==> src/design/scpm_map.svh <==
// Purpose: offsets, field positions, reset values and counts of the clock and mode block
// Assumes: apb byte addresses, one 32-bit word per register
// Notes:   definitions only
`ifndef SCPM_MAP_SVH
`define SCPM_MAP_SVH
`define SCPM_ADDR_MODE      12'h000
`define SCPM_ADDR_MODE2     12'h004
`define SCPM_ADDR_STATUS    12'h008
`define SCPM_CKS_MSB        7
`define SCPM_CKS_LSB        5
`define SCPM_FAST_BIT       4
`define SCPM_LTO_BIT        3
`define SCPM_HTO_BIT        2
`define SCPM_IDLE_ON_HALT_ENABLE_BIT      1
`define SCPM_HIGH_LOW_CLOCK_SELECT_BIT      0
`define SCPM_KEEP_BIT       0
`define SCPM_LVD_BIT        1
`define SCPM_MODE_RST       8'h03
`define SCPM_MODE2_RST      8'h00
`define SCPM_LXT_READY_CNT  11'h400
`define SCPM_INTERNAL_LOW_SPEED_RC_READY_CNT 11'h002
`define SCPM_HTO_CNT        11'h010
`define SCPM_WDT_DIV_LOG2   3'h2
`endif

==> src/design/scpm_pkg.sv <==
// Purpose: types of the clock and mode block
// Assumes: nothing
// Notes:   mode order is also the status register encoding
package scpm_pkg;
    typedef enum logic [2:0] {
        SCPM_NORMAL,
        SCPM_SLOW,
        SCPM_IDLE_OSCILLATOR_OFF_MODE,
        SCPM_IDLE_OSCILLATOR_ON_MODE,
        SCPM_SLEEP_ALL_OFF_MODE,
        SCPM_SLEEP_CLOCK_RETAIN_MODE
    } scpm_mode_t;
endpackage

==> src/design/scpm_top.sv <==
// Purpose: system clock selection and operating mode control
// Assumes: pclk is the high speed source; low speed sources arrive as enable ticks
// Notes:   every clock output is a one-cycle enable, registered
`include "scpm_map.svh"

// Summary of operation
// - select system clock from high or low
// - normal mode: high source divided 1 to 64
// - low clock source fixed by option input
// - substitute and time base sources by option
// - substitute clock runs cpu after wake-up
// - low selected stops high oscillator and clocks
// - watchdog from sysclk/4 or substitute clock
// - low oscillators feed watchdog, time base
// - normal mode: all clocks active
// - slow mode: cpu on low, high off
// - halt without idle enable enters sleep
// - all-off sleep blocked while lvd enabled
// - retain sleep keeps substitute when needed
// - halt, idle, no keep: oscillator-off idle
// - oscillator-off idle: watchdog only from substitute
// - halt, idle, keep: oscillator-on idle
// - oscillator-on idle: watchdog clock runs
// - idle keeps peripheral clocks available
// - divider field: 0,1 low; 2..7 /64../2
// - low ready flag: 1024 or 2 ticks
module scpm_top
    import scpm_pkg::*;
(
    input  wire logic        pclk,
    input  wire logic        presetn,
    input  wire logic        psel,
    input  wire logic        penable,
    input  wire logic        pwrite,
    input  wire logic [11:0] paddr,
    input  wire logic [31:0] pwdata,
    input  wire logic [3:0]  pstrb,
    output logic             pready,
    output logic [31:0]      prdata,
    output logic             pslverr,
    input  wire logic        lxt_tick,
    input  wire logic        internal_low_speed_rc_tick,
    input  wire logic        cfg_low_from_lxt,
    input  wire logic        cfg_sub_from_lxt,
    input  wire logic        cfg_tbc_from_lxt,
    input  wire logic        cfg_wdt_from_sub,
    input  wire logic        cfg_wdt_enable,
    input  wire logic        halt_req,
    input  wire logic        wake_req,
    output logic             cpu_clk_en,
    output logic             sys_clk_en,
    output logic             high_clk_en,
    output logic             sub_clk_en,
    output logic             tbc_clk_en,
    output logic             wdt_clk_en,
    output logic             wdt_run,
    output logic             high_osc_enable,
    output logic             low_osc_enable,
    output scpm_mode_t       op_mode
);

    ////////////////////////////////////////////////////////////////////////////
    // decode helpers
    function automatic logic sel_low(input logic hl, input logic [2:0] cks);
        sel_low = !hl && (cks[2:1] == 2'h0);
    endfunction

    function automatic logic [2:0] sel_log2(input logic hl, input logic [2:0] cks);
        sel_log2 = hl ? 3'h0 : 3'(4'h8 - {1'b0, cks});
    endfunction

    ////////////////////////////////////////////////////////////////////////////
    // registers
    logic [2:0]  cks;
    logic        fast_wake;
    logic        idle_on_halt_enable;
    logic        high_low_clock_select;
    logic        idle_system_clock_keep;
    logic        low_voltage_detect_enable;
    logic        low_speed_ready_flag;
    logic        high_ready;
    logic [10:0] lto_cnt;
    logic [10:0] hto_cnt;
    scpm_mode_t  next_mode;

    wire  acc      = psel & penable & pready;
    wire  wr_acc   = acc & pwrite & pstrb[0];
    wire  hit_mode = (paddr == `SCPM_ADDR_MODE);
    wire  hit_mod2 = (paddr == `SCPM_ADDR_MODE2);
    wire  hit_stat = (paddr == `SCPM_ADDR_STATUS);
    wire  mapped   = hit_mode | hit_mod2 | hit_stat;

    wire [7:0] mode_rd = {cks, fast_wake, low_speed_ready_flag, high_ready,
                          idle_on_halt_enable, high_low_clock_select};
    wire [7:0] mod2_rd = {6'h00, low_voltage_detect_enable, idle_system_clock_keep};
    wire [31:0] next_prdata = hit_mode ? {24'h0, mode_rd} :
                              hit_mod2 ? {24'h0, mod2_rd} :
                              hit_stat ? {29'h0, op_mode} : 32'h0;

    always_ff @(posedge pclk or negedge presetn) begin
        if (!presetn) begin
            pready  <= 1'b0;
            prdata  <= 32'h0;
            pslverr <= 1'b0;
        end else begin
            pready  <= psel & penable & !pready;
            prdata  <= (psel & !pwrite) ? next_prdata : 32'h0;
            pslverr <= psel & penable & !pready & !mapped;
        end
    end

    localparam logic [7:0] mode_rst = `SCPM_MODE_RST;
    localparam logic [7:0] mod2_rst = `SCPM_MODE2_RST;

    always_ff @(posedge pclk or negedge presetn) begin
        if (!presetn) begin
            cks                   <= mode_rst[`SCPM_CKS_MSB:`SCPM_CKS_LSB];
            fast_wake             <= mode_rst[`SCPM_FAST_BIT];
            idle_on_halt_enable   <= mode_rst[`SCPM_IDLE_ON_HALT_ENABLE_BIT];
            high_low_clock_select <= mode_rst[`SCPM_HIGH_LOW_CLOCK_SELECT_BIT];
        end else if (wr_acc && hit_mode) begin
            cks                   <= pwdata[`SCPM_CKS_MSB:`SCPM_CKS_LSB];
            fast_wake             <= pwdata[`SCPM_FAST_BIT];
            idle_on_halt_enable   <= pwdata[`SCPM_IDLE_ON_HALT_ENABLE_BIT];
            high_low_clock_select <= pwdata[`SCPM_HIGH_LOW_CLOCK_SELECT_BIT];
        end
    end

    always_ff @(posedge pclk or negedge presetn) begin
        if (!presetn) begin
            idle_system_clock_keep    <= mod2_rst[`SCPM_KEEP_BIT];
            low_voltage_detect_enable <= mod2_rst[`SCPM_LVD_BIT];
        end else if (wr_acc && hit_mod2) begin
            idle_system_clock_keep    <= pwdata[`SCPM_KEEP_BIT];
            low_voltage_detect_enable <= pwdata[`SCPM_LVD_BIT];
        end
    end

    ////////////////////////////////////////////////////////////////////////////
    // clock sources and dividers
    wire use_low  = sel_low(high_low_clock_select, cks);
    wire low_on   = (op_mode != SCPM_SLEEP_ALL_OFF_MODE);
    wire low_tick = low_on & (cfg_low_from_lxt ? lxt_tick : internal_low_speed_rc_tick);
    wire sub_src  = low_on & (cfg_sub_from_lxt ? lxt_tick : internal_low_speed_rc_tick);
    wire tbc_src  = low_on & (cfg_tbc_from_lxt ? lxt_tick : internal_low_speed_rc_tick);
    wire hdiv_tick;
    wire wdiv_tick;
    wire sys_tick;

    scpm_clk_div u_hdiv (
        .pclk     (pclk),
        .presetn  (presetn),
        .src_tick (1'b1),
        .enable   (high_osc_enable & high_ready),
        .div_log2 (sel_log2(high_low_clock_select, cks)),
        .tick     (hdiv_tick)
    );

    scpm_clk_div u_wdiv (
        .pclk     (pclk),
        .presetn  (presetn),
        .src_tick (sys_tick),
        .enable   (1'b1),
        .div_log2 (`SCPM_WDT_DIV_LOG2),
        .tick     (wdiv_tick)
    );

    ////////////////////////////////////////////////////////////////////////////
    // oscillator ready flags
    wire [10:0] lto_target = cfg_low_from_lxt ? `SCPM_LXT_READY_CNT : `SCPM_INTERNAL_LOW_SPEED_RC_READY_CNT;

    always_ff @(posedge pclk or negedge presetn) begin
        if (!presetn) begin
            lto_cnt              <= 11'h000;
            low_speed_ready_flag <= 1'b0;
        end else if (!low_on || (next_mode == SCPM_SLEEP_ALL_OFF_MODE)) begin
            lto_cnt              <= 11'h000;
            low_speed_ready_flag <= 1'b0;
        end else if (low_tick && !low_speed_ready_flag) begin
            lto_cnt              <= lto_cnt + 11'h001;
            low_speed_ready_flag <= (lto_cnt + 11'h001) >= lto_target;
        end
    end

    always_ff @(posedge pclk or negedge presetn) begin
        if (!presetn) begin
            hto_cnt    <= 11'h000;
            high_ready <= 1'b0;
        end else if (!high_osc_enable) begin
            hto_cnt    <= 11'h000;
            high_ready <= 1'b0;
        end else if (!high_ready) begin
            hto_cnt    <= hto_cnt + 11'h001;
            high_ready <= (hto_cnt + 11'h001) >= `SCPM_HTO_CNT;
        end
    end

    ////////////////////////////////////////////////////////////////////////////
    // operating mode sequencer
    wire running   = (op_mode == SCPM_NORMAL) || (op_mode == SCPM_SLOW);
    wire retain    = low_voltage_detect_enable | (cfg_wdt_enable & cfg_wdt_from_sub);

    always_comb begin
        next_mode = op_mode;
        case (op_mode)
            SCPM_NORMAL, SCPM_SLOW: begin
                if (halt_req) begin
                    if (!idle_on_halt_enable) begin
                        next_mode = retain ? SCPM_SLEEP_CLOCK_RETAIN_MODE : SCPM_SLEEP_ALL_OFF_MODE;
                    end else if (idle_system_clock_keep) begin
                        next_mode = SCPM_IDLE_OSCILLATOR_ON_MODE;
                    end else begin
                        next_mode = SCPM_IDLE_OSCILLATOR_OFF_MODE;
                    end
                end else begin
                    next_mode = use_low ? SCPM_SLOW : SCPM_NORMAL;
                end
            end
            SCPM_IDLE_OSCILLATOR_OFF_MODE, SCPM_IDLE_OSCILLATOR_ON_MODE, SCPM_SLEEP_ALL_OFF_MODE, SCPM_SLEEP_CLOCK_RETAIN_MODE: begin
                if (wake_req) begin
                    next_mode = use_low ? SCPM_SLOW : SCPM_NORMAL;
                end
            end
            default: next_mode = SCPM_NORMAL;
        endcase
    end

    ////////////////////////////////////////////////////////////////////////////
    // clock gating per mode
    wire sys_on   = (op_mode == SCPM_NORMAL) || (op_mode == SCPM_SLOW) ||
                    (op_mode == SCPM_IDLE_OSCILLATOR_ON_MODE);
    assign sys_tick = sys_on & (use_low ? low_tick : hdiv_tick);
    wire cpu_tick = running & (use_low ? low_tick :
                    (high_ready ? hdiv_tick : (fast_wake & sub_src)));
    wire sub_on   = (op_mode == SCPM_SLEEP_CLOCK_RETAIN_MODE) ? retain : low_on;
    wire tbc_on   = (op_mode != SCPM_SLEEP_ALL_OFF_MODE) && (op_mode != SCPM_SLEEP_CLOCK_RETAIN_MODE);
    wire wdt_on   = (op_mode == SCPM_SLEEP_ALL_OFF_MODE) ? 1'b0 :
                    (op_mode == SCPM_SLEEP_CLOCK_RETAIN_MODE) ? retain : 1'b1;
    wire wdt_tick = wdt_on & (cfg_wdt_from_sub ? sub_src : wdiv_tick);
    wire next_hosc = !sel_low(high_low_clock_select, cks) &&
                     ((next_mode == SCPM_NORMAL) || (next_mode == SCPM_IDLE_OSCILLATOR_ON_MODE));

    always_ff @(posedge pclk or negedge presetn) begin
        if (!presetn) begin
            op_mode         <= SCPM_NORMAL;
            cpu_clk_en      <= 1'b0;
            sys_clk_en      <= 1'b0;
            high_clk_en     <= 1'b0;
            sub_clk_en      <= 1'b0;
            tbc_clk_en      <= 1'b0;
            wdt_clk_en      <= 1'b0;
            wdt_run         <= 1'b0;
            high_osc_enable <= 1'b0;
            low_osc_enable  <= 1'b0;
        end else begin
            op_mode         <= next_mode;
            cpu_clk_en      <= cpu_tick;
            sys_clk_en      <= sys_tick;
            high_clk_en     <= high_osc_enable & high_ready;
            sub_clk_en      <= sub_on & sub_src;
            tbc_clk_en      <= tbc_on & tbc_src;
            wdt_clk_en      <= wdt_tick;
            wdt_run         <= cfg_wdt_enable & (op_mode != SCPM_SLEEP_ALL_OFF_MODE);
            high_osc_enable <= next_hosc;
            low_osc_enable  <= (next_mode != SCPM_SLEEP_ALL_OFF_MODE);
        end
    end
endmodule // scpm_top

==> src/design/scpm_clk_div.sv <==
// Purpose: power-of-two enable divider
// Assumes: src_tick is a one-cycle enable
// Notes:   tick is one pulse each 2**div_log2 source ticks for div_log2 0..6; 7 also gives 64
module scpm_clk_div
    import scpm_pkg::*;
(
    input  wire logic       pclk,
    input  wire logic       presetn,
    input  wire logic       src_tick,
    input  wire logic       enable,
    input  wire logic [2:0] div_log2,
    output logic            tick
);
    logic [5:0] cnt;
    wire  [5:0] mask = 6'((7'h01 << div_log2) - 7'h01);

    assign tick = src_tick & enable & ((cnt & mask) == mask);

    always_ff @(posedge pclk or negedge presetn) begin
        if (!presetn) begin
            cnt <= 6'h00;
        end else if (!enable) begin
            cnt <= 6'h00;
        end else if (src_tick) begin
            cnt <= cnt + 6'h01;
        end
    end
endmodule // scpm_clk_div

==> config.mk <==
export PLATFORM = sky130hd
export DESIGN_NAME = scpm_top
export DESIGN_NICKNAME = d
export VERILOG_FILES = /design/src/design/scpm_pkg.sv /design/src/design/scpm_top.sv /design/src/design/scpm_clk_div.sv
export VERILOG_INCLUDE_DIRS = /design/src /design/src/design
export SDC_FILE = /design/constraint.sdc
export NUM_CORES = 1
export LEC_CHECK = 0
export BUFFER_PORTS_ARGS = -buffer_cell sky130_fd_sc_hd__buf_2
export CAP_MARGIN = 20
export CORE_UTILIZATION = 49
export CTS_BUF_LIST = sky130_fd_sc_hd__clkbuf_4
export DETAILED_ROUTE_END_ITERATION = 10
export GPL_ROUTABILITY_DRIVEN = 0
export PLACE_DENSITY = 0.89
export SYNTH_ARGS = -nofsm -noshare
export SYNTH_HDL_FRONTEND = slang
export SYNTH_HIERARCHICAL = 1
export SYNTH_SLANG_ARGS = --single-unit
==> constraint.sdc <==
create_clock -name pclk -period 2.3 [get_ports pclk]
set_input_delay 0.46 -clock pclk [delete_from_list [all_inputs] [get_ports pclk]]
set_output_delay 0.46 -clock pclk [all_outputs]
set_load 0.02 [all_outputs]
==> results of run 1 <==
[through the flow]
step                instance area [sq um]  power, mW  setup slack (ns)  setup TNS (ns)  hold WS, ns
floorplan                            3850       1.54           0.00301               0        0.164
detailed placement                   4150       1.65            -0.110          -0.250        0.475
finish                               4340       2.39            0.0255               0       0.0336
global placement                     4150       1.64           -0.0568         -0.0898        0.466
CTS                                  4310       2.42           0.00725               0       0.0268
global route                         4340       2.55           -0.0774          -0.161       0.0483
[worst max-delay path, cell delays in order (launching register included)]
cell,delay (ns)
dfrtp_1,0.40
inv_2,0.09
ha_4,0.20
nor2b_4,0.12
a21boi_1,0.12
o31a_1,0.25
a211oi_2,0.24
o221a_4,0.28
nand2_1,0.07
or3_1,0.31
a21boi_1,0.12
[power by group through the flow]
stage | sequential (mW) | clock, mW | combinational (mW)
floorplan | 1.30 | 0 | 0.245
global placement | 1.28 | 0 | 0.365
detailed placement | 1.28 | 0 | 0.377
CTS | 1.26 | 0.778 | 0.384
global route | 1.27 | 0.840 | 0.440
finish | 1.26 | 0.749 | 0.385
[per-layer routing]
| metal | track usage, % | up-vias | share of wire [%] | wire (um) |
|---|---|---|---|---|
| met3 | 5.54 | 15 | 5.6 | 412 |
| met5 | 0 | - | 0 | 0 |
| met4 | 9.96 | 0 | 2.3 | 172 |
| met1 | 27.4 | 1330 | 44 | 3240 |
| met2 | 31.8 | 100 | 48 | 3590 |
| li1 | - | 1406 | - | - |
[cell type report]
cell class	count	area, sq um	area share (%)
tap	99	124	2.86
clock buffer	12	90.1	2.08
multi-input combinational	296	1950	45.1
inverter	10	37.5	0.866
timing repair buffer	74	433	9.99
sequential	66	1650	38.2
clock inverter	4	42.5	0.981
[placed cells by master, fill, tap and decap left out, types with 8 or more instances in the layout]
cell type / synthesis / layout
buf_4: 24 / 19
nand3_1: 13 / 13
nand2_1: 15 / 15
and2_1: 21 / 21
buf_2: 5 / 54
o21ai_0: 9 / 9
xnor2_1: 17 / 17
inv_1: 10 / 8
conb_1: 2 / 37
a21oi_1: 10 / 10
nor2b_1: 11 / 10
mux2_2: 8 / 8
clkbuf_4: 0 / 12
mux2i_1: 10 / 10
dfrtp_1: 64 / 64
nor2_1: 32 / 32
nor3_1: 14 / 14
xor2_1: 17 / 17
ha_1: 10 / 9
[synthesized netlist by cell type (all sizes together), types with 4 or more instances]
cell | n | area (sq um)
nor2 | 32 | 120
a21boi | 6 | 45.0
mux2 | 8 | 90.1
ha | 10 | 125
nand3b | 4 | 30.0
nand3 | 13 | 65.1
nor4 | 7 | 43.8
clkbuf | 6 | 25.0
or3 | 5 | 36.3
mux2i | 10 | 100
nand2 | 15 | 56.3
dfrtp | 64 | 1600
xnor2 | 17 | 149
o21ai | 9 | 45.0
a21oi | 10 | 50.1
nand4 | 9 | 68.8
a211oi | 4 | 30.0
nor2b | 11 | 68.8
and2 | 23 | 146
nor3 | 15 | 86.3
inv | 10 | 37.5
buf | 30 | 216
xor2 | 17 | 149
[worst max-delay path by stage]
stage	start	endpoint	slack, ns	cells past startpoint
floorplan	cks[1]$_DFFE_PN0P_	u_wdiv/cnt[5]$_DFFE_PN0P_	0.003	11
global placement	cks[0]$_DFFE_PN0P_	u_wdiv/cnt[5]$_DFFE_PN0P_	-0.06	10
detailed placement	cks[0]$_DFFE_PN0P_	u_wdiv/cnt[5]$_DFFE_PN0P_	-0.11	10
CTS	cks[0]$_DFFE_PN0P_	u_wdiv/cnt[5]$_DFFE_PN0P_	0.007	10
global route	cks[0]$_DFFE_PN0P_	u_wdiv/cnt[5]$_DFFE_PN0P_	-0.08	10
finish	cks[0]$_DFFE_PN0P_	u_wdiv/cnt[5]$_DFFE_PN0P_	0.03	10
[registers in the layout (all words and copies together) (netlist names), 3 cells and up]
signal and count:
hto_cnt 11, op_mode 3, u_wdiv/cnt 6, prdata 8, lto_cnt 11, u_hdiv/cnt 6
cks 3
[kinds of logic (layout without fill, tap and decap cells)]
family	count (synthesis)	in the layout
multiplexers	18	18
AO/OA/AOI/OAI	46	46
AND/OR/NAND/NOR	151	151
XOR/XNOR	34	34
adder cells (fa/ha/maj)	10	10
other	2	37
flip-flops	66	66
buffers and inverters	46	100
[repair_timing]
item                                    CTS  global route
hold buffers                              0             0
pin swaps                                 4             3
endpoints found under the setup margin    7            19
buffers inserted                          2             0
gates resized for setup                   2             6
gates cloned                              0             0
==> impl_results.md, run 1 <==
* Number of core rows at 31
* Antenna viol nets, final at 0
* Clock slew at reported path FFs at 0.10 ns
* Share of layout cells above drive strength 1 at 25.1%
* CP Class: flop to flop
* Area growth syn-to-layout at 16.7%
* Simple-Gate Fraction of Synth Area at 23.0%
* CTS tree: yes
* Min Tclk post-route at 2.27 ns
* Top Ports at 108
* Clk Latency, worst-skew pair at 0.42 ns
* Detailed-route wire length per cell at 13.2 um
* R2R Setup Slk at 0.03 ns
* Final period utilization at 98.9%
* Diodes inserted at 0
* Die Area at 0.00794 sq mm
* Pwr Density at 552 mW/mm^2
* Synth warnings at 6
* Lkg Pwr at 2.14 nW
* Most common flop cell mapped by yosys: dfrtp_1
* Root Driver: clkbuf_4
* Final setup fails at 0
* Startpoint types: flop
* Pin slew with the least headroom to its limit at 0.597 ns
* H-Tree Depth at 3
* Post-synthesis xor/xnor area fraction at 8.01%
* Non-Filler Instances at 561
* Initial core utilization at 51.0%
* Total track usage at 20.7%
* Async S/R FF share, synth at 100%
* Share of power burned in registers at 52.6%
* Die W at 89.1 um
* Vias in the first global route at 2694
* Clock tree sinks at 66
* Crit path max fanout at 7
* Post-layout util at 59.5%
* CTS Buf Count at 9
* RSZ-0062 raised after global routing: true
* Clock Skew at 0.0146 ns
* Reg2reg start: cks[0]$_DFFE_PN0P_
* Switching Fraction at 28.5%
* Fmax at 0.440 GHz
* Remaining global-route overflow at 0
* Pint at 1.71 mW
* DR pass1 iterations at 4
* Layout Nets at 529
* Routed wire length at 7420 um
* CORE AREA at 0.00729 sq mm
* Mux contribution to synthesized area at 5.12%
* Max-slew violations at 0
* Worst EP required at 2.65 ns
* Status: completed
* Number of flops mapped to enable cells by yosys at 0
* DRC at 0
* # fillers at 627
* Worst reg2reg path depth at 10
* Largest net degree at the start of global routing at 26
* Largest family of logic cells by synthesized area: simple AND/OR/NAND/NOR gates
* Seq/Total Area, Yosys at 44.5%
* Relative slew slack at 60.1%
* Max clock buf depth at 2
* Comb pwr share at 16.1%
* Yosys reg bits at 66
* Dpl cells at 543
* First-pass GRT wire length at 12300 um
* Switch Pwr at 0.681 mW
* Mapped cell area at 0.00372 sq mm
* Die height at 89.1 um
* DRT iter0 DRCs at 178
* Yosys cell types at 55
* # port buffers at 54
* Endpoints failing hold at 0
* Synth Instances at 373
* Mean Syn Cell Area at 9.96 sq um
* Detailed Place HPWL at 5450 um
* Clock Power Share at 31.3%
* Synth Area in Compound Gates at 8.32%
* Total number of vias at 2851
* CP arrival at 2.62 ns
* CP endpoint kind: flop
* Hold Path Class: input pin to asynchronous set/reset pin
* FF-to-FF End: u_wdiv/cnt[5]$_DFFE_PN0P_
* Peak supply drop at 275 uV
* Initial antenna violation count at 0
* Max Cap Viol at 0
* Post-Synth Adder-Cell Area at 3.37%
* Vias per cell at 5.08
(Power assumes the default switching activity.)
==> inputs of run 2 (changes only) <==
==> constraint.sdc (replaced) <==
create_clock -name pclk -period 2.3 [get_ports pclk]
set_input_delay 0.115 -clock pclk [delete_from_list [all_inputs] [get_ports pclk]]
set_output_delay 0.115 -clock pclk [all_outputs]
set_load 0.02 [all_outputs]
==> run 2 against run 1 <==
The flow now finishes with violations (setup timing). Critical path type unchanged. Count of clock-buffer cells in the layout decreased by 3. Combinational power rose by 8.1%. Clock power down 17%.
==> impl_results.md, run 2 (synthesis results as in run 1) <==
* Status: finished, violations left
* Failing checks: setup timing
* Vias in the first global route at 2943 (+9.2%)
* Endpoints failing hold at 0 (unchanged)
* Clock Skew at 0.0135 ns (-0.00111 ns)
* Placed inst area at 0.00413 sq mm (-0.54%)
* Largest net degree at the start of global routing at 56 (+120%)
* Max clock buf depth at 2 (unchanged)
* Clock slew at reported path FFs at 0.11 ns (about the same)
* First-pass GRT wire length at 13100 um (+6.6%)
* Most frequent cells in the layout: dfrtp_1, buf_2, conb_1
* Pin slew with the least headroom to its limit at 0.605 ns (+0.00786 ns)
* Top Ports at 108 (unchanged)
* Vias per cell at 5.21 (+2.5%)
* Share of layout cells above drive strength 1 at 24.4% (-0.74 points)
* Total track usage at 22.0% (+1.3 points)
* Initial antenna violation count at 0 (unchanged)
* Clk Latency, worst-skew pair at 0.42 ns (about the same)
* Hold Path Class: input pin to flop
* Root Driver: clkbuf_4
* CP cell instances: inv_2 -> ha_4 -> nor2b_4 -> a21boi_1 -> o31a_1 -> a211oi_2 -> o221a_4 -> nand2_2 -> or3_1 -> a21boi_1
* Relative slew slack at 59.5% (-0.53 points)
* CTS Buf Count at 9 (unchanged)
* Layout Nets at 543 (+2.6%)
* Die Area at 0.00794 sq mm (unchanged)
* Die height at 89.1 um (unchanged)
* Crit-path leading delay family: compound AO/OA/AOI/OAI gates
* Antenna viol nets, final at 0 (unchanged)
* PnR worst setup slack at -0.0424 ns (-0.0679 ns)
* Clock tree sinks at 66 (unchanged)
* Detailed Place HPWL at 5660 um (+3.8%)
* Number of core rows at 31 (unchanged)
* Fmax at 0.427 GHz (-2.9%)
* Design Area, Final at 0.00446 sq mm (+2.8%)
* Worst path max stage delay at 0.41 ns (about the same)
* Routed wire length at 7890 um (+6.4%)
* Min Tclk post-route at 2.34 ns (+0.0679 ns)
* Detailed-route wire length per cell at 13.7 um (+3.9%)
* Worst EP required at 2.65 ns (about the same)
* RSZ-0062 raised after global routing: true
* Max-slew violations at 0 (unchanged)
* # fillers at 613 (-2.2%)
* Total Power at 2.30 mW (-3.9%)
* Lkg Pwr at 2.18 nW (+1.7%)
* Pwr Density at 516 mW/mm^2 (-6.5%)
* Initial core utilization at 51.0% (unchanged)
* CP Buf/Inv Count at 1 (unchanged)
* DRT iter0 DRCs at 127 (-29%)
* Startpoint types: flop
* Max Cap Viol at 0 (unchanged)
* H-Tree Depth at 3 (unchanged)
* CP endpoint kind: flop
* Total number of vias at 2996 (+5.1%)
* Top Registers: hto_cnt: 11 flops, lto_cnt: 11 flops, prdata: 8 flops
* DRC at 0 (unchanged)
* # port buffers at 54 (unchanged)
* Diodes inserted at 0 (unchanged)
* Area growth syn-to-layout at 19.9%
* Most common cell on crit path: a21boi_1
* Remaining global-route overflow at 0 (unchanged)
* CP Class: flop to flop
* Final period utilization at 102% (+3.0 points)
* Die W at 89.1 um (unchanged)
* Crit path max fanout at 7 (unchanged)
* Final setup fails at 1 (+1)
* DR pass1 iterations at 4 (unchanged)
* CORE AREA at 0.00729 sq mm (unchanged)
* CTS tree: yes
* Commonest non-fill, non-tap cell in the layout: dfrtp_1
* Crit-path slowest cell: dfrtp_1
* CP arrival at 2.70 ns (+0.08 ns)
* Peak supply drop at 309 uV (+12%)
==> run 2: changes by cell type in the layout (fill, tap and decap cells not counted), sizes merged <==
| cell | before | now |
|---|---|---|
| clkinv | 3 | 5 |
| bufinv | 1 | 0 |
| buf | 74 | 73 |
| clkinvlp | 0 | 2 |
| dlygate4sd3 | 0 | 15 |
| clkbuf | 12 | 9 |
==> run 2: stage by stage <==
step	hold WS [ns]	instances	util [%]	setup WS [ns]	setup TNS (ns)
after floorplan	-0.181	408	-	0.00301	0
after global placement	0.0217	540	56.6	-0.0336	-0.0646
after detailed placement	0.0212	540	56.6	-0.131	-0.320
after CTS	0.0108	573	60.4	0.0141	0
after global routing	0.0306	575	61.1	-0.119	-0.161
final	0.0258	575	61.1	-0.0424	-0.0424
==> run 2: worst reg2reg max path, stage by stage, from the launching register on <==
cell and delay, ns:
dfrtp_1 0.41, inv_2 0.09, ha_4 0.19, nor2b_4 0.13, a21boi_1 0.12, o31a_1 0.25, a211oi_2 0.22, o221a_4 0.29
nand2_2 0.06, or3_1 0.37, a21boi_1 0.14
==> run 2: area by class of cell <==
| cell class | instances | area (sq um) | share of cell area (%) |
|---|---|---|---|
| Clock buffer | 9 | 67.6 | 1.52 |
| Clock inverter | 7 | 36.3 | 0.814 |
| Inverter | 10 | 37.5 | 0.842 |
| Multi-Input combinational cell | 296 | 1960 | 44.0 |
| Sequential cell | 66 | 1650 | 37.1 |
| Tap cell | 99 | 124 | 2.78 |
| Timing Repair Buffer | 88 | 576 | 12.9 |
==> run 2: power breakdown <==
part,internal (mW),switching (mW)
combinational,0.162,0.254
sequential,1.21,0.0501
clock,0.207,0.418
total,1.58,0.722
==> run 2: timing repair <==
item	4_1_cts	5_1_grt
endpoints found under the hold margin	78	0
pin swaps	4	3
setup endpoints to repair	7	18
buffers inserted	2	2
hold buffers	15	0
gates resized for setup	2	8
==> run 2: path summary, 6_finish.rpt <==
path                                    start                         endpoint  slack (ns)  depth (start not counted)
hold reg to reg              pready$_DFF_PN0_                 pready$_DFF_PN0_        0.50                          1
hold / removal                       paddr[2]              prdata[5]$_DFF_PN0_        0.03                          2
setup / recovery           cks[1]$_DFFE_PN0P_        u_wdiv/cnt[5]$_DFFE_PN0P_       -0.04                         10
min in group asynchronous             presetn           hto_cnt[6]$_DFFE_PN0N_        0.11                          2
setup reg to reg           cks[1]$_DFFE_PN0P_        u_wdiv/cnt[5]$_DFFE_PN0P_       -0.04                         10
max in group asynchronous             presetn  idle_on_halt_enable$_DFFE_PN1P_        1.56                          3
==> run 2: metal layers <==
| layer | vias to the layer above | share of wire, % | GRT usage (%) | wire, um |
|---|---|---|---|---|
| met4 | 0 | 1.7 | 9.81 | 134 |
| met5 | - | 0 | 0 | 0 |
| li1 | 1429 | - | - | - |
| met1 | 1456 | 42 | 27.2 | 3300 |
| met3 | 15 | 5.4 | 4.43 | 425 |
| met2 | 96 | 51 | 37.4 | 4030 |
==> inputs of run 3 (changes only) <==
--- a/config.mk
+++ b/config.mk
@@ -8,11 +8,10 @@
 export LEC_CHECK = 0
 export BUFFER_PORTS_ARGS = -buffer_cell sky130_fd_sc_hd__buf_2
 export CAP_MARGIN = 20
-export CORE_UTILIZATION = 49
-export CTS_BUF_LIST = sky130_fd_sc_hd__clkbuf_4
+export CORE_UTILIZATION = 56
 export DETAILED_ROUTE_END_ITERATION = 10
 export GPL_ROUTABILITY_DRIVEN = 0
-export PLACE_DENSITY = 0.89
+export PLACE_DENSITY = 0.91
 export SYNTH_ARGS = -nofsm -noshare
 export SYNTH_HDL_FRONTEND = slang
 export SYNTH_HIERARCHICAL = 1
==> constraint.sdc (replaced) <==
create_clock -name pclk -period 2.7 [get_ports pclk]
set_input_delay 0.135 -clock pclk [delete_from_list [all_inputs] [get_ports pclk]]
set_output_delay 0.135 -clock pclk [all_outputs]
set_load 0.02 [all_outputs]
==> run 3 against run 2 <==
The run now ends clean. Hold slack worse by 0.010 ns. Global-route usage up 1.8 points. Core utilization up 5.5 points. Critical endpoint is now u_wdiv/cnt[4]$_DFFE_PN0P_. Largest cell class unchanged. Largest power group unchanged.
==> impl_results.md, run 3 (synthesis results as in run 1) <==
* Status: completed
* Max clock buf depth at 2 (unchanged)
* Peak supply drop at 302 uV (-2.5%)
* Number of core rows at 29 (-6.5%)
* Pin slew with the least headroom to its limit at 0.761 ns (+0.156 ns)
* Total track usage at 23.8% (+1.8 points)
* DRC at 0 (unchanged)
* Top Ports at 108 (unchanged)
* Fmax at 0.396 GHz (-7.2%)
* Switch Pwr at 0.634 mW (-12%)
* Total number of vias at 2905 (-3.0%)
* CP Class: flop to flop
* Clk Latency, worst-skew pair at 0.35 ns (-0.07 ns)
* Hold Path Class: input pin to flop
* Worst EP required at 2.94 ns (+0.29 ns)
* Clock slew at reported path FFs at 0.07 ns (-0.04 ns)
* Die height at 83.5 um (-6.3%)
* Endpoints failing hold at 0 (unchanged)
* Die Area at 0.00697 sq mm (-12%)
* Pwr Density at 530 mW/mm^2 (+2.7%)
* Minimum hold slack at 0.0158 ns (-0.0100 ns)
* Largest net degree at the start of global routing at 36 (-36%)
* Min-Delay Endpoint: cks[2]$_DFFE_PN0P_
* First-pass GRT wire length at 13000 um (-0.73%)
* Lkg Pwr at 2.10 nW (-3.4%)
* Top Registers: hto_cnt: 11 flops, lto_cnt: 11 flops, prdata: 8 flops
* Max-slew violations at 0 (unchanged)
* Clock Power Share at 38.0% (+11 points)
* Hold path depth at 2 (unchanged)
* Routed wire length at 7650 um (-3.1%)
* # port buffers at 54 (unchanged)
* Detailed-route wire length per cell at 14.5 um (+5.5%)
* Final period utilization at 93.5% (-8.4 points)
* Detailed Place HPWL at 5400 um (-4.5%)
* Worst reg2reg path depth at 11 (+1)
* CP endpoint kind: flop
* CP arrival at 2.77 ns (+0.07 ns)
* Dpl cells at 507 (-6.1%)
* Initial antenna violation count at 0 (unchanged)
* Pint at 1.62 mW (+2.7%)
* Hold Path Origin: pwdata[7]
* CP cell instances: inv_1 -> ha_1 -> nor2b_1 -> a21boi_0 -> o31a_1 -> a211oi_2 -> o221a_2 -> buf_4 -> nand4_1 -> xnor2_1 -> and2_1
* Layout Nets at 518 (-4.6%)
* Root Driver: clkbuf_8
* Remaining global-route overflow at 0 (unchanged)
* Non-Filler Instances at 528 (-8.2%)
* Diodes inserted at 0 (unchanged)
* CORE AREA at 0.00639 sq mm (-12%)
* Vias per cell at 5.50 (+5.6%)
* Area growth syn-to-layout at 14.4%
* CP Buf/Inv Count at 2 (+1)
* CTS Buf Count at 9 (unchanged)
* Crit-path slowest cell: dfrtp_1
* Setup slack after placement at 0.143 ns (+0.274 ns)
* Antenna viol nets, final at 0 (unchanged)
* Setup tns final at 0 ns (+0.0424 ns)
* Switching Fraction at 28.1% (-3.3 points)
* Most frequent cells in the layout: dfrtp_1, buf_2, conb_1
* DR pass1 iterations at 5 (+1)
* Clock Skew at 0.00774 ns (-0.00572 ns)
* Commonest non-fill, non-tap cell in the layout: dfrtp_1
* CTS tree: yes
* Initial core utilization at 58.2% (+7.2 points)
* Clock tree sinks at 66 (unchanged)
* Reg2reg start: cks[1]$_DFFE_PN0P_
* Min Tclk post-route at 2.52 ns (+0.182 ns)
* Final setup fails at 0 (-1)
* Max Cap Viol at 0 (unchanged)
* H-Tree Depth at 3 (unchanged)
* PnR worst setup slack at 0.176 ns (+0.218 ns)
* R2R Setup Slk at 0.18 ns (+0.22 ns)
* Share of power burned in registers at 47.9% (-6.8 points)
* Vias in the first global route at 2884 (-2.0%)
* DRT iter0 DRCs at 167 (+31%)
* Comb pwr share at 14.1% (-4.0 points)
* Worst path max stage delay at 0.39 ns (-0.02 ns)
* Startpoint types: flop
* Crit-path leading delay family: compound AO/OA/AOI/OAI gates
* Crit path max fanout at 6 (-1)
* Die W at 83.5 um (-6.3%)
* FF-to-FF End: u_wdiv/cnt[4]$_DFFE_PN0P_
* Share of layout cells above drive strength 1 at 22.4% (-2.0 points)
* Relative slew slack at 49.3% (-10 points)
[run 3: power groups by stage]
stage | sequential (mW) | combinational, mW | clock (mW)
floorplan | 1.11 | 0.207 | 0
global placement | 1.09 | 0.289 | 0
detailed placement | 1.09 | 0.305 | 0
CTS | 1.08 | 0.307 | 0.872
global route | 1.08 | 0.354 | 0.912
finish | 1.08 | 0.317 | 0.857
[run 3: worst max-delay path by stage]
| stage | startpoint | slack (ns) | depth (start not counted) | to |
|---|---|---|---|---|
| 2_1_floorplan | cks[1]$_DFFE_PN0P_ | 0.33 | 11 | u_wdiv/cnt[5]$_DFFE_PN0P_ |
| 3_3_place_gp | cks[1]$_DFFE_PN0P_ | 0.17 | 10 | u_wdiv/cnt[5]$_DFFE_PN0P_ |
| 3_5_place_dp | cks[1]$_DFFE_PN0P_ | 0.14 | 10 | u_wdiv/cnt[5]$_DFFE_PN0P_ |
| 4_1_cts | cks[1]$_DFFE_PN0P_ | 0.10 | 10 | u_wdiv/cnt[5]$_DFFE_PN0P_ |
| 5_1_grt | cks[1]$_DFFE_PN0P_ | -0.009 | 11 | wdt_clk_en$_DFF_PN0_ |
| 6_report | cks[1]$_DFFE_PN0P_ | 0.18 | 11 | u_wdiv/cnt[4]$_DFFE_PN0P_ |
[run 3: layer usage]
layer | vias to the layer above | part of all wire (%) | global-route usage, %
met5 | - | 0 | 0
met3 | 17 | 4.4 | 4.65
met1 | 1401 | 41 | 28.6
met4 | 0 | 2.7 | 13.1
li1 | 1391 | - | -
met2 | 96 | 52 | 40.4
[run 3: layout make-up]
| cell class | count | area [sq um] |
|---|---|---|
| Fill cell | 472 | 2130 |
| Inverter | 10 | 37.5 |
| Timing Repair Buffer | 63 | 340 |
| Sequential cell | 66 | 1650 |
| Multi-Input combinational cell | 296 | 1920 |
| Clock inverter | 5 | 52.6 |
| Clock buffer | 11 | 151 |
| Tap cell | 77 | 96.3 |
[run 3: per-stage QoR]
stage	area (sq um)	util (%)	total power [mW]
CTS	4220	66.0	2.26
detailed placement	4000	62.7	1.40
global placement	4000	62.7	1.38
floorplan	3850	-	1.31
finish	4250	66.6	2.25
global route	4250	66.6	2.35
[run 3: repair_timing]
action                                  CTS  global route
endpoints found under the setup margin    0             2
hold buffers                              1             0
hold endpoints to repair                 31             0
gates resized for setup                   0             1
buffers inserted                          0             4
